==> src/sebfe_defs.svh <==
// Constants for the serial EEPROM bus front end: offsets, fields, resets, timing.
`ifndef SEBFE_DEFS_SVH
`define SEBFE_DEFS_SVH

// Array organisation.
`define SEBFE_ARRAY_BYTES 256
`define SEBFE_PAGE_BYTES  16

// Fixed upper nibble of the slave address byte.
`define SEBFE_DEV_TYPE 4'ha

// Self-timed programming cycle: longest time in microseconds and clock rate.
`define SEBFE_PROG_TIME_US 5000
`define SEBFE_CLK_MHZ      25

// APB register byte offsets.
`define SEBFE_CTRL_OFS 8'h00
`define SEBFE_STAT_OFS 8'h04

// Control register fields and reset value.
`define SEBFE_CTRL_SOFT_WP 0
`define SEBFE_CTRL_RST     1'h0

// Status register fields.
`define SEBFE_STAT_BUSY    0
`define SEBFE_STAT_STANDBY 1
`define SEBFE_STAT_PROT    2
`define SEBFE_STAT_PTR_LO  8

// Idle levels of the synchronised pins: clock and data high, straps low.
`define SEBFE_SYNC_RST 6'h03

`endif

==> src/sebfe_pkg.sv <==
// Types shared by the serial EEPROM bus front end.
package sebfe_pkg;

    // Bit-level receive and transmit states.
    typedef enum logic [2:0] {
        ST_IDLE,
        ST_RECV,
        ST_ACK,
        ST_SEND,
        ST_MACK
    } sebfe_state_t;

    // Position of the received byte within a command.
    typedef enum logic [1:0] {
        PH_DEV,
        PH_WADDR,
        PH_DATA
    } sebfe_phase_t;

endpackage

==> src/sebfe_top.sv <==
// Two-wire serial EEPROM slave front end with APB control and status.
`timescale 1ns/1ps
`include "sebfe_defs.svh"

module sebfe_top
    import sebfe_pkg::*;
#(
    parameter int PROG_CYCLES = `SEBFE_PROG_TIME_US * `SEBFE_CLK_MHZ
) (
    // Clock and power-on reset.
    input  wire logic        mclk,
    input  wire logic        rst,
    // Two-wire bus pins.
    input  wire logic        scl,
    input  wire logic        sda_in,
    output logic             sda_out,
    output logic             sda_oe,
    // Strap pins.
    input  wire logic        addr_sel_bit0,
    input  wire logic        addr_sel_bit1,
    input  wire logic        addr_sel_bit2,
    input  wire logic        wp,
    // Power state.
    output logic             standby,
    // APB slave.
    input  wire logic        psel,
    input  wire logic        penable,
    input  wire logic        pwrite,
    input  wire logic [7:0]  paddr,
    input  wire logic [31:0] pwdata,
    output logic [31:0]      prdata,
    output logic             pready,
    output logic             pslverr
);

    logic [5:0]   pins_s;
    logic         scl_s;
    logic         sda_s;
    logic         wp_s;
    logic [2:0]   asel_s;
    logic         scl_q;
    logic         sda_q;
    logic         scl_rise;
    logic         scl_fall;
    logic         start_c;
    logic         stop_c;
    logic         prot;
    logic         prog_go;

    sebfe_state_t state;
    sebfe_state_t next_state;
    sebfe_phase_t phase;
    sebfe_phase_t next_phase;
    logic [3:0]   bitcnt;
    logic [3:0]   next_bitcnt;
    logic [7:0]   shreg;
    logic [7:0]   next_shreg;
    logic [7:0]   ptr;
    logic [7:0]   next_ptr;
    logic         rd_mode;
    logic         next_rd_mode;
    logic         ack_en;
    logic         next_ack_en;
    logic         pend;
    logic         next_pend;
    logic [3:0]   page;
    logic [3:0]   next_page;
    logic [15:0]  pvalid;
    logic [15:0]  next_pvalid;
    logic         buf_we;

    logic         busy;
    logic         next_busy;
    logic [16:0]  pcnt;
    logic [16:0]  next_pcnt;
    logic         mem_we;
    logic [7:0]   mem_wa;

    logic         ctrl_wp;
    logic         next_ctrl_wp;
    logic [31:0]  next_prdata;
    logic         next_pslverr;

    logic [7:0]   mem [0:`SEBFE_ARRAY_BYTES-1];
    logic [7:0]   pbuf [0:`SEBFE_PAGE_BYTES-1];

    // Every bus and strap pin from outside passes the three-stage filter.
    sebfe_pin_sync #(
        .W       (6),
        .RST_VAL (`SEBFE_SYNC_RST)
    ) u_sync (
        .mclk    (mclk),
        .rst     (rst),
        .pin_in  ({wp, addr_sel_bit2, addr_sel_bit1, addr_sel_bit0, sda_in, scl}),
        .pin_out (pins_s)
    );

    // Unpack the filtered pins; an undriven select pin is pulled to zero on the board.
    assign scl_s  = pins_s[0];
    assign sda_s  = pins_s[1];
    assign asel_s = pins_s[4:2];
    assign wp_s   = pins_s[5];

    // Edges and framing: a data edge while the clock stays high is a start or stop.
    assign scl_rise = scl_s & ~scl_q;
    assign scl_fall = ~scl_s & scl_q;
    assign start_c  = scl_s & scl_q & sda_q & ~sda_s;
    assign stop_c   = scl_s & scl_q & ~sda_q & sda_s;

    // Protection from the pin or software; grounded pin leaves writes open.
    assign prot    = wp_s | ctrl_wp;
    assign prog_go = stop_c & pend & ~prot & ~busy;

    // Open-drain data pin: only low is ever driven.
    assign sda_out = 1'b0;
    assign sda_oe  = (state == ST_ACK && ack_en) || (state == ST_SEND && !shreg[7]);

    // Standby after reset, after stop, and once programming ends.
    assign standby = (state == ST_IDLE) && !busy;

    // Bit-level receive, acknowledge and transmit sequencing.
    always_comb
    begin
        next_state   = state;
        next_phase   = phase;
        next_bitcnt  = bitcnt;
        next_shreg   = shreg;
        next_ptr     = ptr;
        next_rd_mode = rd_mode;
        next_ack_en  = ack_en;
        next_pend    = pend;
        next_page    = page;
        next_pvalid  = pvalid;
        buf_we       = 1'b0;
        if (start_c)
        begin
            next_state  = ST_RECV;
            next_phase  = PH_DEV;
            next_bitcnt = 4'h0;
        end
        else if (stop_c)
        begin
            next_state  = ST_IDLE;
            next_bitcnt = 4'h0;
            next_pend   = 1'b0;
        end
        else
        begin
            case (state)
                ST_IDLE:
                begin
                    next_bitcnt = 4'h0;
                end
                ST_RECV:
                begin
                    if (scl_rise)
                    begin
                        next_shreg  = {shreg[6:0], sda_s};
                        next_bitcnt = bitcnt + 4'h1;
                    end
                    else if (scl_fall && bitcnt == 4'h8)
                    begin
                        next_bitcnt = 4'h0;
                        next_state  = ST_ACK;
                        next_ack_en = 1'b1;
                        case (phase)
                            PH_DEV:
                            begin
                                if (shreg[7:4] == `SEBFE_DEV_TYPE && shreg[3:1] == asel_s
                                    && !busy)
                                begin
                                    next_rd_mode = shreg[0];
                                    next_phase   = PH_WADDR;
                                end
                                else
                                begin
                                    next_state = ST_IDLE;
                                end
                            end
                            PH_WADDR:
                            begin
                                next_ptr    = shreg;
                                next_pvalid = 16'h0000;
                                next_pend   = 1'b0;
                                next_phase  = PH_DATA;
                            end
                            default:
                            begin
                                buf_we              = 1'b1;
                                next_pvalid[ptr[3:0]] = 1'b1;
                                next_pend           = 1'b1;
                                next_page           = ptr[7:4];
                                next_ptr            = {ptr[7:4], ptr[3:0] + 4'h1};
                            end
                        endcase
                    end
                end
                ST_ACK:
                begin
                    if (scl_fall)
                    begin
                        if (rd_mode)
                        begin
                            next_shreg = mem[ptr];
                            next_ptr   = ptr + 8'h01;
                            next_state = ST_SEND;
                        end
                        else
                        begin
                            next_state = ST_RECV;
                        end
                    end
                end
                ST_SEND:
                begin
                    if (scl_rise)
                    begin
                        next_bitcnt = bitcnt + 4'h1;
                    end
                    else if (scl_fall)
                    begin
                        if (bitcnt == 4'h8)
                        begin
                            next_state  = ST_MACK;
                            next_bitcnt = 4'h0;
                        end
                        else
                        begin
                            next_shreg = {shreg[6:0], 1'b0};
                        end
                    end
                end
                ST_MACK:
                begin
                    if (scl_rise)
                    begin
                        next_ack_en = ~sda_s;
                    end
                    else if (scl_fall)
                    begin
                        if (ack_en)
                        begin
                            next_shreg = mem[ptr];
                            next_ptr   = ptr + 8'h01;
                            next_state = ST_SEND;
                        end
                        else
                        begin
                            next_state = ST_IDLE;
                        end
                    end
                end
                default:
                begin
                    next_state = ST_IDLE;
                end
            endcase
        end
    end

    // Registers of the bit-level sequencer and page buffer.
    always_ff @(posedge mclk)
    begin
        if (rst)
        begin
            scl_q   <= 1'b1;
            sda_q   <= 1'b1;
            state   <= ST_IDLE;
            phase   <= PH_DEV;
            bitcnt  <= 4'h0;
            shreg   <= 8'h00;
            ptr     <= 8'h00;
            rd_mode <= 1'b0;
            ack_en  <= 1'b0;
            pend    <= 1'b0;
            page    <= 4'h0;
            pvalid  <= 16'h0000;
        end
        else
        begin
            scl_q   <= scl_s;
            sda_q   <= sda_s;
            state   <= next_state;
            phase   <= next_phase;
            bitcnt  <= next_bitcnt;
            shreg   <= next_shreg;
            ptr     <= next_ptr;
            rd_mode <= next_rd_mode;
            ack_en  <= next_ack_en;
            pend    <= next_pend;
            page    <= next_page;
            pvalid  <= next_pvalid;
        end
        if (buf_we)
        begin
            pbuf[ptr[3:0]] <= shreg;
        end
    end

    // Self-timed programming: copy valid buffer bytes, then wait out the cycle.
    always_comb
    begin
        next_busy = busy;
        next_pcnt = pcnt;
        mem_we    = 1'b0;
        mem_wa    = {page, pcnt[3:0]};
        if (prog_go)
        begin
            next_busy = 1'b1;
            next_pcnt = 17'h00000;
        end
        else if (busy)
        begin
            mem_we = (pcnt < 17'(`SEBFE_PAGE_BYTES)) && pvalid[pcnt[3:0]];
            if (pcnt == 17'(PROG_CYCLES - 1))
            begin
                next_busy = 1'b0;
            end
            else
            begin
                next_pcnt = pcnt + 17'h00001;
            end
        end
    end

    // Programming registers and array write port.
    always_ff @(posedge mclk)
    begin
        if (rst)
        begin
            busy <= 1'b0;
            pcnt <= 17'h00000;
        end
        else
        begin
            busy <= next_busy;
            pcnt <= next_pcnt;
        end
        if (mem_we)
        begin
            mem[mem_wa] <= pbuf[pcnt[3:0]];
        end
    end

    // APB decode: one control word, one status word, others flag an error.
    always_comb
    begin
        next_ctrl_wp = ctrl_wp;
        next_prdata  = 32'h00000000;
        next_pslverr = 1'b0;
        if (psel && !penable)
        begin
            if (paddr == `SEBFE_CTRL_OFS)
            begin
                next_prdata[`SEBFE_CTRL_SOFT_WP] = ctrl_wp;
            end
            else if (paddr == `SEBFE_STAT_OFS)
            begin
                next_prdata[`SEBFE_STAT_BUSY]    = busy;
                next_prdata[`SEBFE_STAT_STANDBY] = standby;
                next_prdata[`SEBFE_STAT_PROT]    = prot;
                next_prdata[`SEBFE_STAT_PTR_LO +: 8] = ptr;
            end
            else
            begin
                next_pslverr = 1'b1;
            end
        end
        else if (psel && penable)
        begin
            next_prdata  = prdata;
            next_pslverr = pslverr;
            if (pwrite && paddr == `SEBFE_CTRL_OFS)
            begin
                next_ctrl_wp = pwdata[`SEBFE_CTRL_SOFT_WP];
            end
        end
    end

    // APB registers; the slave answers in the first access cycle.
    always_ff @(posedge mclk)
    begin
        if (rst)
        begin
            ctrl_wp <= `SEBFE_CTRL_RST;
            prdata  <= 32'h00000000;
            pslverr <= 1'b0;
        end
        else
        begin
            ctrl_wp <= next_ctrl_wp;
            prdata  <= next_prdata;
            pslverr <= next_pslverr;
        end
    end

    assign pready = 1'b1;
endmodule

==> src/sebfe_pin_sync.sv <==
// Three-stage pin synchroniser whose output moves once stages two and three agree.
`timescale 1ns/1ps
`include "sebfe_defs.svh"

module sebfe_pin_sync #(
    parameter int         W       = 6,
    parameter logic [5:0] RST_VAL = `SEBFE_SYNC_RST
) (
    // Clock and reset.
    input  wire logic         mclk,
    input  wire logic         rst,
    // Raw pins and filtered levels.
    input  wire logic [W-1:0] pin_in,
    output logic      [W-1:0] pin_out
);

    logic [W-1:0] ff1;
    logic [W-1:0] ff2;
    logic [W-1:0] ff3;
    logic [W-1:0] next_out;

    genvar i;
    generate
        for (i = 0; i < W; i++)
        begin : g_bit
            // The output follows only when the two later stages agree.
            always_comb
            begin
                next_out[i] = (ff2[i] == ff3[i]) ? ff3[i] : pin_out[i];
            end

            // The first stage feeds only the second stage.
            always_ff @(posedge mclk)
            begin
                if (rst)
                begin
                    ff1[i]     <= RST_VAL[i];
                    ff2[i]     <= RST_VAL[i];
                    ff3[i]     <= RST_VAL[i];
                    pin_out[i] <= RST_VAL[i];
                end
                else
                begin
                    ff1[i]     <= pin_in[i];
                    ff2[i]     <= ff1[i];
                    ff3[i]     <= ff2[i];
                    pin_out[i] <= next_out[i];
                end
            end
        end
    endgenerate

endmodule

==> config.mk <==
export PLATFORM = sky130hd
export DESIGN_NAME = sebfe_top
export DESIGN_NICKNAME = d
export VERILOG_FILES = /design/src/sebfe_pkg.sv /design/src/sebfe_top.sv /design/src/sebfe_pin_sync.sv
export VERILOG_INCLUDE_DIRS = /design/src
export SDC_FILE = /design/constraint.sdc
export NUM_CORES = 2
export LEC_CHECK = 0
export BUFFER_PORTS_ARGS = -buffer_cell sky130_fd_sc_hd__buf_2
export CORE_MARGIN = 2
export CORE_UTILIZATION = 55
export DETAILED_ROUTE_END_ITERATION = 10
export HOLD_SLACK_MARGIN = 0.05
export PLACE_DENSITY_LB_ADDON = 0.3
export SETUP_SLACK_MARGIN = 0.15
export SLEW_MARGIN = 5
export SYNTH_ARGS = -nofsm -noshare
export SYNTH_HDL_FRONTEND = slang
export SYNTH_HIERARCHICAL = 1
export SYNTH_SLANG_ARGS = --single-unit
==> constraint.sdc <==
create_clock -name mclk -period 5.7 [get_ports mclk]
set_input_delay 0 -clock mclk [delete_from_list [all_inputs] [get_ports mclk]]
set_output_delay 0 -clock mclk [all_outputs]
set_load 0.02 [all_outputs]
* Word level (Yosys, flattened, before mapping)
Memory sizes are Yosys's and may differ from the RTL's. A register that Yosys moved wholly into a read port is not among the register bits.
Cells that the tools add are included.
** Word-level totals
- Register bits :: 105
- Bits in latches :: 0
- Memory bits (writable) :: 2176
- Bits in read-only memories :: 0
- Bits of input ports :: 51
- Logic and storage cells :: 254
- Memories kept :: 2
** Memory list
- mem :: depth 256, bits a word 8, read ports 1, clocked after Yosys merged registers in 0, write ports 1, line sebfe_top.sv:84 : logic [7:0] mem [0:`SEBFE_ARRAY_BYTES-1];
- pbuf :: depth 16, bits a word 8, read ports 1, clocked after Yosys merged registers in 1, write ports 1, line sebfe_top.sv:85 : logic [7:0] pbuf [0:`SEBFE_PAGE_BYTES-1];
** Cells by class
- Add/sub/neg operators :: 4
- Multiply operators :: 0
- Div/mod/pow operators :: 0
- Magnitude comparators :: 4
- Equal/unequal tests :: 47
- Shift operators :: 0
- Mux-type cells :: 85
- Bitwise gates (word level) :: 26
- Reduce and logical (&&, ||, !) cells :: 43
** Operators by type and width (number)
- 8-bit 2-to-1 mux :: 19
- 2-bit inequality test, second input constant :: 16
- 16-bit one-hot mux with 2 select lines :: 1
- 8-bit one-hot mux with 4 select lines :: 1
- 1-bit 2-to-1 mux :: 31
- 3-bit 2-to-1 mux :: 10
- 4-bit 2-to-1 mux :: 7
- 4-bit inequality test, second input constant :: 7
- 8-bit one-hot mux with 3 select lines :: 1
- 12-bit AND reduction :: 2
- 6-bit AND reduction :: 4
- 9-bit AND reduction :: 2
- 17-bit by 1-bit adder with 17-bit output, second input constant :: 1
- 17-bit equality test, second input constant :: 1
- 17-bit by 5-bit less-than comparator with 1-bit output, second input constant :: 1
- 16-bit 2-to-1 mux :: 1
- 16-bit OR :: 1
- 8-bit one-hot mux with 2 select lines :: 1
- 3-bit one-hot mux with 5 select lines :: 1
- 1-bit NOT :: 14
- 2-bit 2-to-1 mux :: 6
- 4-bit one-hot mux with 3 select lines :: 1
- 1-bit logical AND :: 11
- 11-bit AND reduction :: 1
- 37 further kinds :: 68

* Logic depth before layout (Yosys ltp)
- Depth in word-level cells :: 10
- Gate-level depth with buffers :: 13
- Gate-level depth less buffers :: 9

* Modules after synthesis
The synthesis kept the hierarchy.
** By module, submodules not included
- sebfe_top :: instances 1, cells an instance 4540, area each 89101.7 µm², seq. area each 67044.3 µm²
- sebfe_pin_sync :: instances 1, cells an instance 62, area each 706.9 µm², seq. area each 480.5 µm²

* Least setup slack after synthesis
Ideal clock, no wire load.
- Path type :: register to register
- From :: register with a tool-made name
- To :: memory mem[0][1] (data pin)
- Setup time :: 0.552 ns
- Arrival :: 3.262 ns
- Data required time :: 5.148 ns
- Setup slack :: 1.886 ns
- Stages on the path, launching flop included :: 5
- Cells stage by stage :: dfxtp_1 -> clkbuf_1 -> buf_1 -> mux4_2 -> mux4_2
** RTL lines (line)
- end, declared :: sebfe_top.sv:84

==> flow_summary.json <==
{
  "run_status": "finished clean",
  "cts_made_buffers": 217,
  "dp_hpwl_um": 139000,
  "worst_ir_drop_vdd_mv": 0.336,
  "drive_gt1_share_pct": 20.0,
  "dieArea_um2": 167000,
  "fin_area_um2": 99400,
  "hold_depth": 5,
  "io_pins": 88,
  "port_buffers": 33,
  "syn_to_final_growth_pct": 10.7,
  "first_global_vias": 45800,
  "place_congestion": 0.905,
  "antenna_found_initial": 4,
  "layout_commonest_cell": "edfxtp_1",
  "first_pass_iters": 8,
  "syn_avg_cell_area_um2": 19.5,
  "p_leak_nw": 26.9,
  "vias": 46800,
  "p_total_mw": 32.2,
  "start_util_pct": 55.3,
  "netlist_area_um2": 89800,
  "reg2reg_slack_ps": 1410,
  "cts_tree": "yes",
  "fmax_mhz": 233,
  "grt_pass1_wl_um": 331000,
  "fin_worst_skew_ps": 73.7,
  "final_cells": 7084,
  "setup_violations": 0,
  "globalRouteOverflowTotal": 0,
  "n_fill_cell": 11200,
  "wl_per_cell_um": 32.7,
  "cp.arrival_ps": 4560,
  "hp-start": "pwrite",
  "rr_endpoint": "mem[32][2]",
  "cts_htree_levels": 4,
  "slew_violations": 0,
  "worst_slew_pin_slew_ps": 1340,
  "slew_headroom_pct": 9.75,
  "dpl_cell_area_um2": 92200,
  "hold_viol": 0,
  "drv_cap": 0,
  "drt_iter0_drc": 6816,
  "hold_path_class": "input pin to flop",
  "worstSetupPathType": "flop to flop",
  "gr-usage-all-layers_pct": 27.8,
  "setup_tns_ps": 0,
  "clock_latency_ps": 890,
  "synthArstFlopShare_pct": 0,
  "cp-end-kind": "flop",
  "fp.dieW_um": 408,
  "hold_end": "ctrl_wp",
  "ant_nets": 0,
  "nNetsFinal": 4793,
  "yosysWarningCount": 6,
  "dieHeight_um": 408,
  "cts.clk_slew.worst_paths_ps": 60,
  "reg2regPathDepth": 4,
  "timing.hold.ws_ps": 124,
  "wl_um": 232000,
  "rsz0062_at_grt": "false",
  "regArea_um2": 67500,
  "synthCells": 4602,
  "clock-sinks": 2285,
  "min_period_ps": 4290,
  "yosysSeqAreaShare_pct": 75.2,
  "synth_edf_count": 2176,
  "ys.flop_type": "edfxtp_1",
  "period_share_pct": 75.2,
  "cp-start-kind": "flop",
  "multi_input_area_um2": 20600,
  "final_cell_mix": "2,176 x edfxtp_1, 461 x mux4_2, 385 x nor2_1",
  "yosysUniqueCellTypes": 82,
  "synth-seq-cells": 2285,
  "placed_cells": 6652,
  "cts-root-buf": "clkbuf_16",
  "worst_ep_required_time_ps": 5970,
  "p_per_area_nw_per_um2": 324,
  "fp-row-count": 148,
  "cts_buffer_depth": 3,
  "drc_errors": 0,
  "grt_max_degree": 213,
  "coreArea_um2": 162000,
  "path_max_fanout": 182,
  "routed_via_density": 6.60
}
-- kinds of logic after synthesis --
group | Yosys count | synth area share [%]
and+or+nand+nor | 784 | 3.95
AOI/OAI and AO/OA | 471 | 3.65
muxes | 721 | 14.8
xor gates and xnor gates | 21 | 0.205
DFF | 2285 | 75.2
buffers and inverters | 305 | 2.07
adders and majority gates | 13 | 0.181
other | 2 | 0.00836
-- layout make-up --
type                       count  area share (%)
timing repair buffer         177            1.61
inverter                      15          0.0567
tap                         2175            2.74
sequential                  2285            68.0
clock inverter               116            1.14
antenna                        2         0.00504
multi-input combinational   2033            20.7
clock buffer                 281            5.80
-- how the worst max path moves through the flow --
stage / cells past startpoint / slack (ps) / endpoint
after floorplan: 4 / 1890 / mem[0][1]
after global placement: 8 / 1640 / shreg[6]
after detailed placement: 8 / 1650 / shreg[6]
after CTS: 8 / 1640 / shreg[6]
after global routing: 4 / 1350 / mem[100][2]
final: 4 / 1410 / mem[32][2]
-- worst max-delay path: stages, from the launching register on --
cell and delay [ps]:
dfxtp_1 1090, buf_4 350, mux4_2 340, mux4_4 1020, buf_12 360
-- power breakdown --
part	total, mW	internal, mW	switching (mW)
sequential	18.1	18.1	0.00301
clock	14.0	7.75	6.30
combinational	0.0591	0.0231	0.0360
-- state kept, by name, summed over array words and instances (netlist names), 4 cells and up, named ones only --
| register | flops |
|---|---|
| pbuf | 128 |
| page | 4 |
| u_sync/ff2 | 6 |
| u_sync/ff1 | 6 |
| pcnt | 17 |
| ptr | 8 |
| u_sync/pin_out | 6 |
| mem | 2048 |
| u_sync/ff3 | 6 |
| pvalid | 16 |
| bitcnt | 4 |
| shreg | 8 |
| prdata | 11 |
-- stage by stage --
stage	setup slack [ps]	util (%)
after global placement	1640	56.7
final	1410	61.2
after detailed placement	1650	56.7
after CTS	1640	61.2
after floorplan	1890	-
after global routing	1350	61.2
-- metal layers --
metal / global-route usage, % / up-vias / wire (um)
met5: 0 / - / 13
met2: 43.4 / 2781 / 109000
li1: - / 19000 / -
met3: 6.95 / 515 / 25800
met1: 38.1 / 24500 / 86600
met4: 10.6 / 2 / 9740
-- cells in the mapped netlist (9+ instances only) --
cell type	count	area, um^2
ha_1	13	163
o21ai_0	52	260
a31oi_1	29	181
o221ai_1	26	228
xor2_1	15	131
buf_2	92	460
nor2b_1	34	213
nor2_1	386	1450
mux2i_1	217	2170
a21oi_1	94	470
a221o_1	9	90.1
nor3_1	24	120
or2_2	12	75.1
nand4_1	17	106
mux2_2	27	304
clkbuf_1	82	308
nand3_1	51	255
edfxtp_1	2176	65300
a22oi_1	71	533
or2_1	17	106
nand2_1	151	567
buf_6	38	428
mux4_2	469	10600
a22o_1	20	175
dfxtp_1	109	2180
a211oi_1	27	203
o22ai_1	34	213
nand3b_1	10	75.1
nand2b_1	20	125
inv_1	15	56.3
o211ai_1	9	67.6
a221oi_1	25	219
buf_4	65	488
-- what timing repair did --
item	CTS	global route
resized for setup	0	0
buffers inserted	0	0
endpoints found under the hold margin	63	0
hold buffers	33	0
Note: power is estimated with default switching activity, not from simulation.
